--- config.mk ---
export PLATFORM = sky130hd
export DESIGN_NAME = bldc_commutation_control
export DESIGN_NICKNAME = d
export VERILOG_FILES = /design/src/rtl/commutation_pkg.sv /design/src/rtl/input_sync.sv /design/src/rtl/bldc_commutation_control.sv
export SDC_FILE = /design/constraint.sdc
export NUM_CORES = 1
export LEC_CHECK = 0
export BUFFER_PORTS_ARGS = -buffer_cell sky130_fd_sc_hd__buf_4
export CELL_PAD_IN_SITES_DETAIL_PLACEMENT = 1
export CELL_PAD_IN_SITES_GLOBAL_PLACEMENT = 2
export CORE_ASPECT_RATIO = 1.2
export CORE_UTILIZATION = 31
export CTS_CLUSTER_SIZE = 16
export DETAILED_ROUTE_END_ITERATION = 8
export GPL_ROUTABILITY_DRIVEN = 1
export PLACE_DENSITY = 0.8
export REMOVE_ABC_BUFFERS = 1
export SLEW_MARGIN = 0
export SYNTH_ARGS = -nofsm -noshare
export SYNTH_HDL_FRONTEND = slang
export SYNTH_SLANG_ARGS = --single-unit
--- constraint.sdc ---
create_clock -name ref_clk_i -period 1.7 [get_ports ref_clk_i]
set_input_delay 0.17 -clock ref_clk_i [delete_from_list [all_inputs] [get_ports ref_clk_i]]
set_output_delay 0.17 -clock ref_clk_i [all_outputs]
set_load 0.05 [all_outputs]
--- src/rtl/commutation_pkg.sv ---
// shared types and constants for the commutation block
package commutation_pkg;

    // ------------------------------------------------------------
    // widths and reset values
    // ------------------------------------------------------------
    localparam int unsigned    SYNC_STAGES     = 2;
    localparam logic [2:0]     DRIVE_OFF       = 3'h0;
    localparam logic [2:0]     DRIVE_ALL       = 3'h7;
    localparam logic           FAULT_IDLE_N    = 1'h1;

    // ------------------------------------------------------------
    // field positions of the rotor code (a is msb)
    // ------------------------------------------------------------
    localparam int unsigned    POS_SENSOR_A    = 2;
    localparam int unsigned    POS_SENSOR_B    = 1;
    localparam int unsigned    POS_SENSOR_C    = 0;

    // ------------------------------------------------------------
    // carriers
    // ------------------------------------------------------------
    typedef struct packed {
        logic [2:0] sensor;
        logic       run_enable;
        logic       brake;
        logic       forward;
        logic       phase_60;
        logic       over_current;
        logic       undervoltage;
        logic       thermal;
    } ctrl_in_s;

    typedef struct packed {
        logic [2:0] upper;
        logic [2:0] lower;
    } drive_s;

    typedef enum logic [1:0] {
        MODE_COAST = 2'b00,
        MODE_RUN   = 2'b01,
        MODE_BRAKE = 2'b10,
        MODE_FAULT = 2'b11
    } mode_e;

endpackage

--- src/rtl/input_sync.sv ---
// two-stage synchroniser for a group of level inputs
`timescale 1ns/1ps
module input_sync
    import commutation_pkg::*;
#(
    parameter int unsigned WIDTH = 10
) (
    // clock and reset
    input  wire logic             ref_clk_i,
    input  wire logic             reset_i,
    input  wire logic             clk_en_i,
    // data
    input  wire logic [WIDTH-1:0] async_i,
    output logic      [WIDTH-1:0] sync_o
);

    logic [WIDTH-1:0] stage_one;
    logic [WIDTH-1:0] next_stage_one;
    logic [WIDTH-1:0] next_sync;

    // the stage count is fixed by this structure, not by a parameter
    if (WIDTH < 1 || SYNC_STAGES != 2) begin : g_bad_config
        $error("input_sync: WIDTH below 1 or stage count not two");
    end

    always_comb begin
        next_stage_one = stage_one;
        next_sync      = sync_o;
        if (clk_en_i) begin
            next_stage_one = async_i;
            next_sync      = stage_one;
        end
    end

    // first stage feeds only the second
    always_ff @(posedge ref_clk_i) begin
        if (reset_i) begin
            stage_one <= '0;
            sync_o    <= '0;
        end else begin
            stage_one <= next_stage_one;
            sync_o    <= next_sync;
        end
    end

endmodule

--- src/rtl/bldc_commutation_control.sv ---
// commutation, braking and protection logic of a three-phase motor controller
`timescale 1ns/1ps
module bldc_commutation_control
    import commutation_pkg::*;
(
    // clock and reset
    input  wire logic ref_clk_i,
    input  wire logic reset_i,
    input  wire logic clk_en_i,
    // rotor sensors
    input  wire logic rotor_sensor_a_i,
    input  wire logic rotor_sensor_b_i,
    input  wire logic rotor_sensor_c_i,
    // control
    input  wire logic run_enable_i,
    input  wire logic brake_i,
    input  wire logic forward_i,
    input  wire logic phase_60_i,
    // protection
    input  wire logic over_current_i,
    input  wire logic undervoltage_i,
    input  wire logic thermal_i,
    input  wire logic osc_cycle_start_i,
    // upper drives, open collector: oe high pulls the pin low (switch on)
    output logic      upper_drive_phase_a_o,
    output logic      upper_drive_phase_a_oe_o,
    output logic      upper_drive_phase_b_o,
    output logic      upper_drive_phase_b_oe_o,
    output logic      upper_drive_phase_c_o,
    output logic      upper_drive_phase_c_oe_o,
    // lower drives, totem pole, high means switch on
    output logic      lower_drive_phase_a_o,
    output logic      lower_drive_phase_b_o,
    output logic      lower_drive_phase_c_o,
    // status
    output logic      fault_n_o,
    output logic      fault_n_oe_o,
    output mode_e     mode_o
);

    // ------------------------------------------------------------
    // input synchronisation
    // ------------------------------------------------------------
    ctrl_in_s raw_in;
    ctrl_in_s sync_in;

    assign raw_in = '{sensor:       {rotor_sensor_a_i, rotor_sensor_b_i, rotor_sensor_c_i},
                      run_enable:   run_enable_i,
                      brake:        brake_i,
                      forward:      forward_i,
                      phase_60:     phase_60_i,
                      over_current: over_current_i,
                      undervoltage: undervoltage_i,
                      thermal:      thermal_i};

    input_sync #(
        .WIDTH ($bits(ctrl_in_s))
    ) u_sync (
        .ref_clk_i (ref_clk_i),
        .reset_i   (reset_i),
        .clk_en_i  (clk_en_i),
        .async_i   (raw_in),
        .sync_o    (sync_in)
    );

    // ------------------------------------------------------------
    // decoding
    // ------------------------------------------------------------
    // maps a 60 degree code onto the 120 degree convention (b inverted)
    function automatic logic [2:0] to_120(input logic [2:0] code, input logic sel_60);
        to_120 = sel_60 ? {code[POS_SENSOR_A], ~code[POS_SENSOR_B], code[POS_SENSOR_C]}
                        : code;
    endfunction

    // forward table in the 120 degree convention; valid flag in bit 6
    function automatic logic [6:0] decode_step(input logic [2:0] code);
        case (code)
            3'h4:    decode_step = {1'b1, 3'h4, 3'h1}; // upper a, lower c
            3'h6:    decode_step = {1'b1, 3'h2, 3'h1}; // upper b, lower c
            3'h2:    decode_step = {1'b1, 3'h2, 3'h4}; // upper b, lower a
            3'h3:    decode_step = {1'b1, 3'h1, 3'h4}; // upper c, lower a
            3'h1:    decode_step = {1'b1, 3'h1, 3'h2}; // upper c, lower b
            3'h5:    decode_step = {1'b1, 3'h4, 3'h2}; // upper a, lower b
            default: decode_step = {1'b0, DRIVE_OFF, DRIVE_OFF};
        endcase
    endfunction

    logic [2:0] code_120;
    logic [6:0] step;
    logic       code_valid;
    drive_s     table_drive;

    always_comb begin
        code_120    = to_120(sync_in.sensor, sync_in.phase_60);
        step        = decode_step(code_120);
        code_valid  = step[6];
        table_drive = '{upper: step[5:3], lower: step[2:0]};
        if (!sync_in.forward) begin
            table_drive = '{upper: step[2:0], lower: step[5:3]};
        end
    end

    // ------------------------------------------------------------
    // cycle-by-cycle current limit latch
    // ------------------------------------------------------------
    // set wins over the cycle-start clear so no trip is lost
    logic limit_hit;
    logic next_limit_hit;

    always_comb begin
        next_limit_hit = limit_hit;
        if (clk_en_i) begin
            if (osc_cycle_start_i) next_limit_hit = 1'b0;
            if (sync_in.over_current) next_limit_hit = 1'b1;
        end
    end

    always_ff @(posedge ref_clk_i) begin
        if (reset_i) limit_hit <= 1'b0;
        else         limit_hit <= next_limit_hit;
    end

    // ------------------------------------------------------------
    // mode and drive outputs
    // ------------------------------------------------------------
    mode_e  next_mode;
    drive_s drive;
    drive_s next_drive;
    logic   fault_n;
    logic   next_fault_n;

    always_comb begin
        next_mode    = mode_o;
        next_drive   = drive;
        next_fault_n = fault_n;
        if (clk_en_i) begin
            next_fault_n = ~(!code_valid || !sync_in.run_enable || sync_in.over_current
                             || sync_in.undervoltage || sync_in.thermal);
            if (sync_in.brake) begin
                next_mode  = MODE_BRAKE;
                next_drive = '{upper: DRIVE_OFF, lower: DRIVE_ALL};
            end else if (!sync_in.run_enable) begin
                next_mode  = MODE_COAST;
                next_drive = '{upper: DRIVE_OFF, lower: DRIVE_OFF};
            end else if (!code_valid || sync_in.undervoltage || sync_in.thermal) begin
                next_mode  = MODE_FAULT;
                next_drive = '{upper: DRIVE_OFF, lower: DRIVE_OFF};
            end else begin
                next_mode  = MODE_RUN;
                next_drive = table_drive;
                // limit ends conduction for the rest of this cycle
                if (next_limit_hit) next_drive = '{upper: DRIVE_OFF, lower: DRIVE_OFF};
            end
        end
    end

    always_ff @(posedge ref_clk_i) begin
        if (reset_i) begin
            mode_o  <= MODE_COAST;
            drive   <= '{upper: DRIVE_OFF, lower: DRIVE_OFF};
            fault_n <= FAULT_IDLE_N;
        end else begin
            mode_o  <= next_mode;
            drive   <= next_drive;
            fault_n <= next_fault_n;
        end
    end

    // open-collector pins: data always low, enable pulls low
    assign upper_drive_phase_a_o    = 1'b0;
    assign upper_drive_phase_b_o    = 1'b0;
    assign upper_drive_phase_c_o    = 1'b0;
    assign upper_drive_phase_a_oe_o = drive.upper[2];
    assign upper_drive_phase_b_oe_o = drive.upper[1];
    assign upper_drive_phase_c_oe_o = drive.upper[0];
    assign lower_drive_phase_a_o    = drive.lower[2];
    assign lower_drive_phase_b_o    = drive.lower[1];
    assign lower_drive_phase_c_o    = drive.lower[0];
    assign fault_n_o                = 1'b0;
    assign fault_n_oe_o             = ~fault_n;

    // ------------------------------------------------------------
    // checks
    // ------------------------------------------------------------
    brake_priority_a: assert property (@(posedge ref_clk_i) disable iff (reset_i)
        (clk_en_i && sync_in.brake) |=> (drive.upper == DRIVE_OFF && drive.lower == DRIVE_ALL))
        else $error("brake did not force lower drives on");

    brake_mode_a: assert property (@(posedge ref_clk_i) disable iff (reset_i)
        (clk_en_i && sync_in.brake) |=> mode_o == MODE_BRAKE)
        else $error("brake mode not entered");

    coast_drives_a: assert property (@(posedge ref_clk_i) disable iff (reset_i)
        (clk_en_i && !sync_in.brake && !sync_in.run_enable)
        |=> (drive == '0 && !fault_n))
        else $error("disable did not coast with fault");

    run_follows_a: assert property (@(posedge ref_clk_i) disable iff (reset_i)
        (clk_en_i && mode_o == MODE_RUN && !limit_hit) |-> $countones(drive.upper) == 1)
        else $error("running without one upper drive");

    invalid_fault_a: assert property (@(posedge ref_clk_i) disable iff (reset_i)
        (clk_en_i && !code_valid) |=> (!fault_n && drive.upper == DRIVE_OFF
                                        || mode_o == MODE_BRAKE))
        else $error("invalid code not flagged");

    limit_holds_a: assert property (@(posedge ref_clk_i) disable iff (reset_i)
        (clk_en_i && sync_in.over_current) |=> limit_hit ##0 (drive.upper == DRIVE_OFF))
        else $error("current limit did not end conduction");

    fault_sources_a: assert property (@(posedge ref_clk_i) disable iff (reset_i)
        (clk_en_i && (sync_in.undervoltage || sync_in.thermal)) |=> fault_n_oe_o)
        else $error("fault output not asserted");

    reverse_swap_a: assert property (@(posedge ref_clk_i) disable iff (reset_i)
        (clk_en_i && next_mode == MODE_RUN && !next_limit_hit && !sync_in.forward)
        |=> ({1'b1, drive.lower, drive.upper} == $past(step)))
        else $error("reverse did not swap drives");

    sync_delay_a: assert property (@(posedge ref_clk_i) disable iff (reset_i)
        (clk_en_i ##1 clk_en_i) |=> sync_in.brake == $past(brake_i, 2))
        else $error("synchroniser depth wrong");

endmodule

==> metrics.txt <==
run status=finished, final reports clean; antenna violations before repair=0; internal power=1220 uW; count of final max-slew check failures=0; Fmax=0.648 GHz; P&R area growth vs syn=24.8%; worst path cell trace=xnor2_4 -> mux2i_2 -> a41oi_2 -> a311oi_2; Hold Vio Cnt, Final=0; Residual DRC=0; largest area contributor in the netlist=dfxtp_1; Site Rows=25; buffers plus inverters on the worst setup path=0; CP Capture Type=flip-flop; Core Area=0.00397 mm2; Syn Inst Count=142; met3 Track Usage GR=4.61%; Avg WL per Cell=12.3 um; Routed WL=2690 um; DP Wirelength=1940 um; Die Span Y=72.6 um; met1 usage=15.1%; post-synth cell types=29; min Tclk post-route=1.54 ns; Regs by FF count=u_sync.stage_one x10, u_sync.sync_o x10, mode_o x2; vias per cell=4.56; CTS Buf Count=5; Yosys reg bits=30; largest family of logic cells by synthesized area=simple AND/OR/NAND/NOR gates; I/O Buffers=22; Post-synth EDFFs=0; CP max FO=9; GRT Max-Usage Layer=met2; Root Buffer=clkbuf_8; WP data required=1.90 ns; GRT Total Usage=14.2%; drt pass-1 iters=4; Synth Area in Adders=0%; Congestion Overflow GR=0; Sequential Power Share=46.5%; RSZ-0062 raised after global routing=false; Final nets=178; DIE AREA=0.00442 mm2; # hold bufs at CTS=0; Synth area leaders=dfxtp_1 47%, mux2i_1 16%, nor2_1 9.9%, o21ai_0 2.3%, buf_4 2.3%; Synth Area in Compound Gates=9.91%; worst hold margin=0.121 ns; DP Worst Slack=0.109 ns; H-Tree Depth=2; FF-to-FF setup slack=0.16 ns; largest net degree at the start of global routing=28; Post-CTS Setup Inserts=0; share of the synthesized area in the top cell type=46.6%; Initial Util=32.4%; register area share after synthesis=46.6%; layout cell share with drive strength beyond 1=24.2%; setup ws final=0.156 ns; Worst Skew=0.00322 ns; CP top delay family=compound AO/OA/AOI/OAI gates; Placer Congestion=0.802; Bufs on Longest Clock Path=2; crit path DAT=1.74 ns; IO Pins=27; Synth Area in Simple Gates=18.8%; Maximum Capacitance Violations=0; Final setup viols=0; cell area after synthesis=0.00129 mm2; initial DRC count=9; Leak Pwr=0.000707 uW; top_reg_cell synth=dfxtp_1; FFs w/ async S/R, synth=0%; slowest stage delay, CP=0.36 ns; Setup Crit Path Kind=reg2reg; number of global-route vias before repair=1038; CTS tree=done; Clk Latency, worst-skew pair=0.28 ns; Combinational Power Share=12.1%; Max VDD drop=0.521 mV; Synth Area per Inst=9.07 um2; clock power share=41.5%; CP Launch Type=flip-flop; post-route setup TNS=0 ns; first-pass GRT wire length=4540 um; PD cells=1010 mW/mm2; Sw Share=24.9%; Reg clk slew, reported paths=0.06 ns; clk sinks=30; Post-Synth XOR/XNOR Area=1.26%; # diodes=0; antenna-violating nets left=0; met2 Usage GRT=24.7%; post-route clock period utilization=90.8%; P_sw=404 uW; Yosys warning count=0; vias=998; slowest CP cell=dfxtp_1; die width=60.8 um; Total Power=1620 uW; fillcell total=489; mux share of post-synthesis cell area=16.6%; hold crit path type=in2reg
## area by class of cell
cell class	count	area, um2	area share [%]
multi-input cells	98	626	38.9
flip-flops and latches	30	601	37.4
repair buffers	25	188	11.7
clock buffers	8	110	6.85
well taps	54	67.6	4.21
inverters	4	15.0	0.935
## metal layers
layer / wire length, um / vias to the layer above / part of all wire, %
li1: - / 508 / -
met1: 1160 / 462 / 43
met2: 1370 / 20 / 51
met3: 109 / 8 / 4.1
met4: 54 / 0 / 2.0
met5: 0 / - / 0
## power groups by stage
| stage | logic [uW] | registers (uW) | clock network [uW] |
|---|---|---|---|
| after floorplan | 102 | 781 | 0 |
| after global placement | 190 | 767 | 0 |
| after detailed placement | 197 | 769 | 0 |
| after CTS | 197 | 754 | 695 |
| after global routing | 215 | 759 | 722 |
| final | 196 | 754 | 673 |
## synth_stat cells (2+ instances only)
| cell | instances |
|---|---|
| nor2_1 | 34 |
| dfxtp_1 | 30 |
| mux2i_1 | 20 |
| o21ai_0 | 6 |
| clkbuf_1 | 5 |
| nand2_1 | 5 |
| a21oi_1 | 4 |
| buf_2 | 4 |
| buf_4 | 4 |
| inv_1 | 4 |
| nor2b_1 | 4 |
| nor3_1 | 3 |
| a22oi_1 | 2 |
| and3_2 | 2 |
## logic make-up after synthesis
group | after synthesis
AOI/OAI and AO/OA | 18
xor gates and xnor gates | 1
buffers and inverters | 17
DFF | 30
muxes | 21
other | 1
and+or+nand+nor | 54
## worst min-delay path, stage by stage
cell and delay [ns]:
buf_4 0.07, mux2i_1 0.05, nor2_1 0.07
## final timing paths
check | start | end | cells past startpoint
max | u_sync.sync_o[3] | lower_drive_phase_a_o | 4
min | phase_60_i | u_sync.stage_one[3] | 3
max reg2reg | u_sync.sync_o[3] | lower_drive_phase_a_o | 4
min reg2reg | upper_drive_phase_b_oe_o | upper_drive_phase_b_oe_o | 2
## metrics by stage
| step | util, % | instance area, um2 | instances |
|---|---|---|---|
| final | 40.4 | 1610 | 219 |
| after global routing | 40.4 | 1610 | 219 |
| after CTS | 40.2 | 1600 | 219 |
| after detailed placement | 37.4 | 1490 | 211 |
| after global placement | 37.4 | 1490 | 211 |
| after floorplan | - | 1230 | 132 |
## timing repair
action,4_1_cts,5_1_grt
setup endpoints to repair,0,1
endpoints found under the hold margin,0,0
gates resized for setup,0,1
## cell usage in the layout (no fill, tap or decap), drive strengths merged
cell type,instances
a22oi,2
and2,1
clkbuf,8
and3,2
nand2,5
a41oi,1
conb,4
dfxtp,30
nand4,1
xnor2,1
mux2i,21
inv,4
nand3,1
nand2b,1
a21boi,1
o21a,1
nor3,3
o21ai,6
a21oi,4
a311oi,1
nand4b,1
a211oi,1
nor2,34
o32ai,1
or3,1
buf,25
nor2b,4
Power figures use the tool's default switching activity.
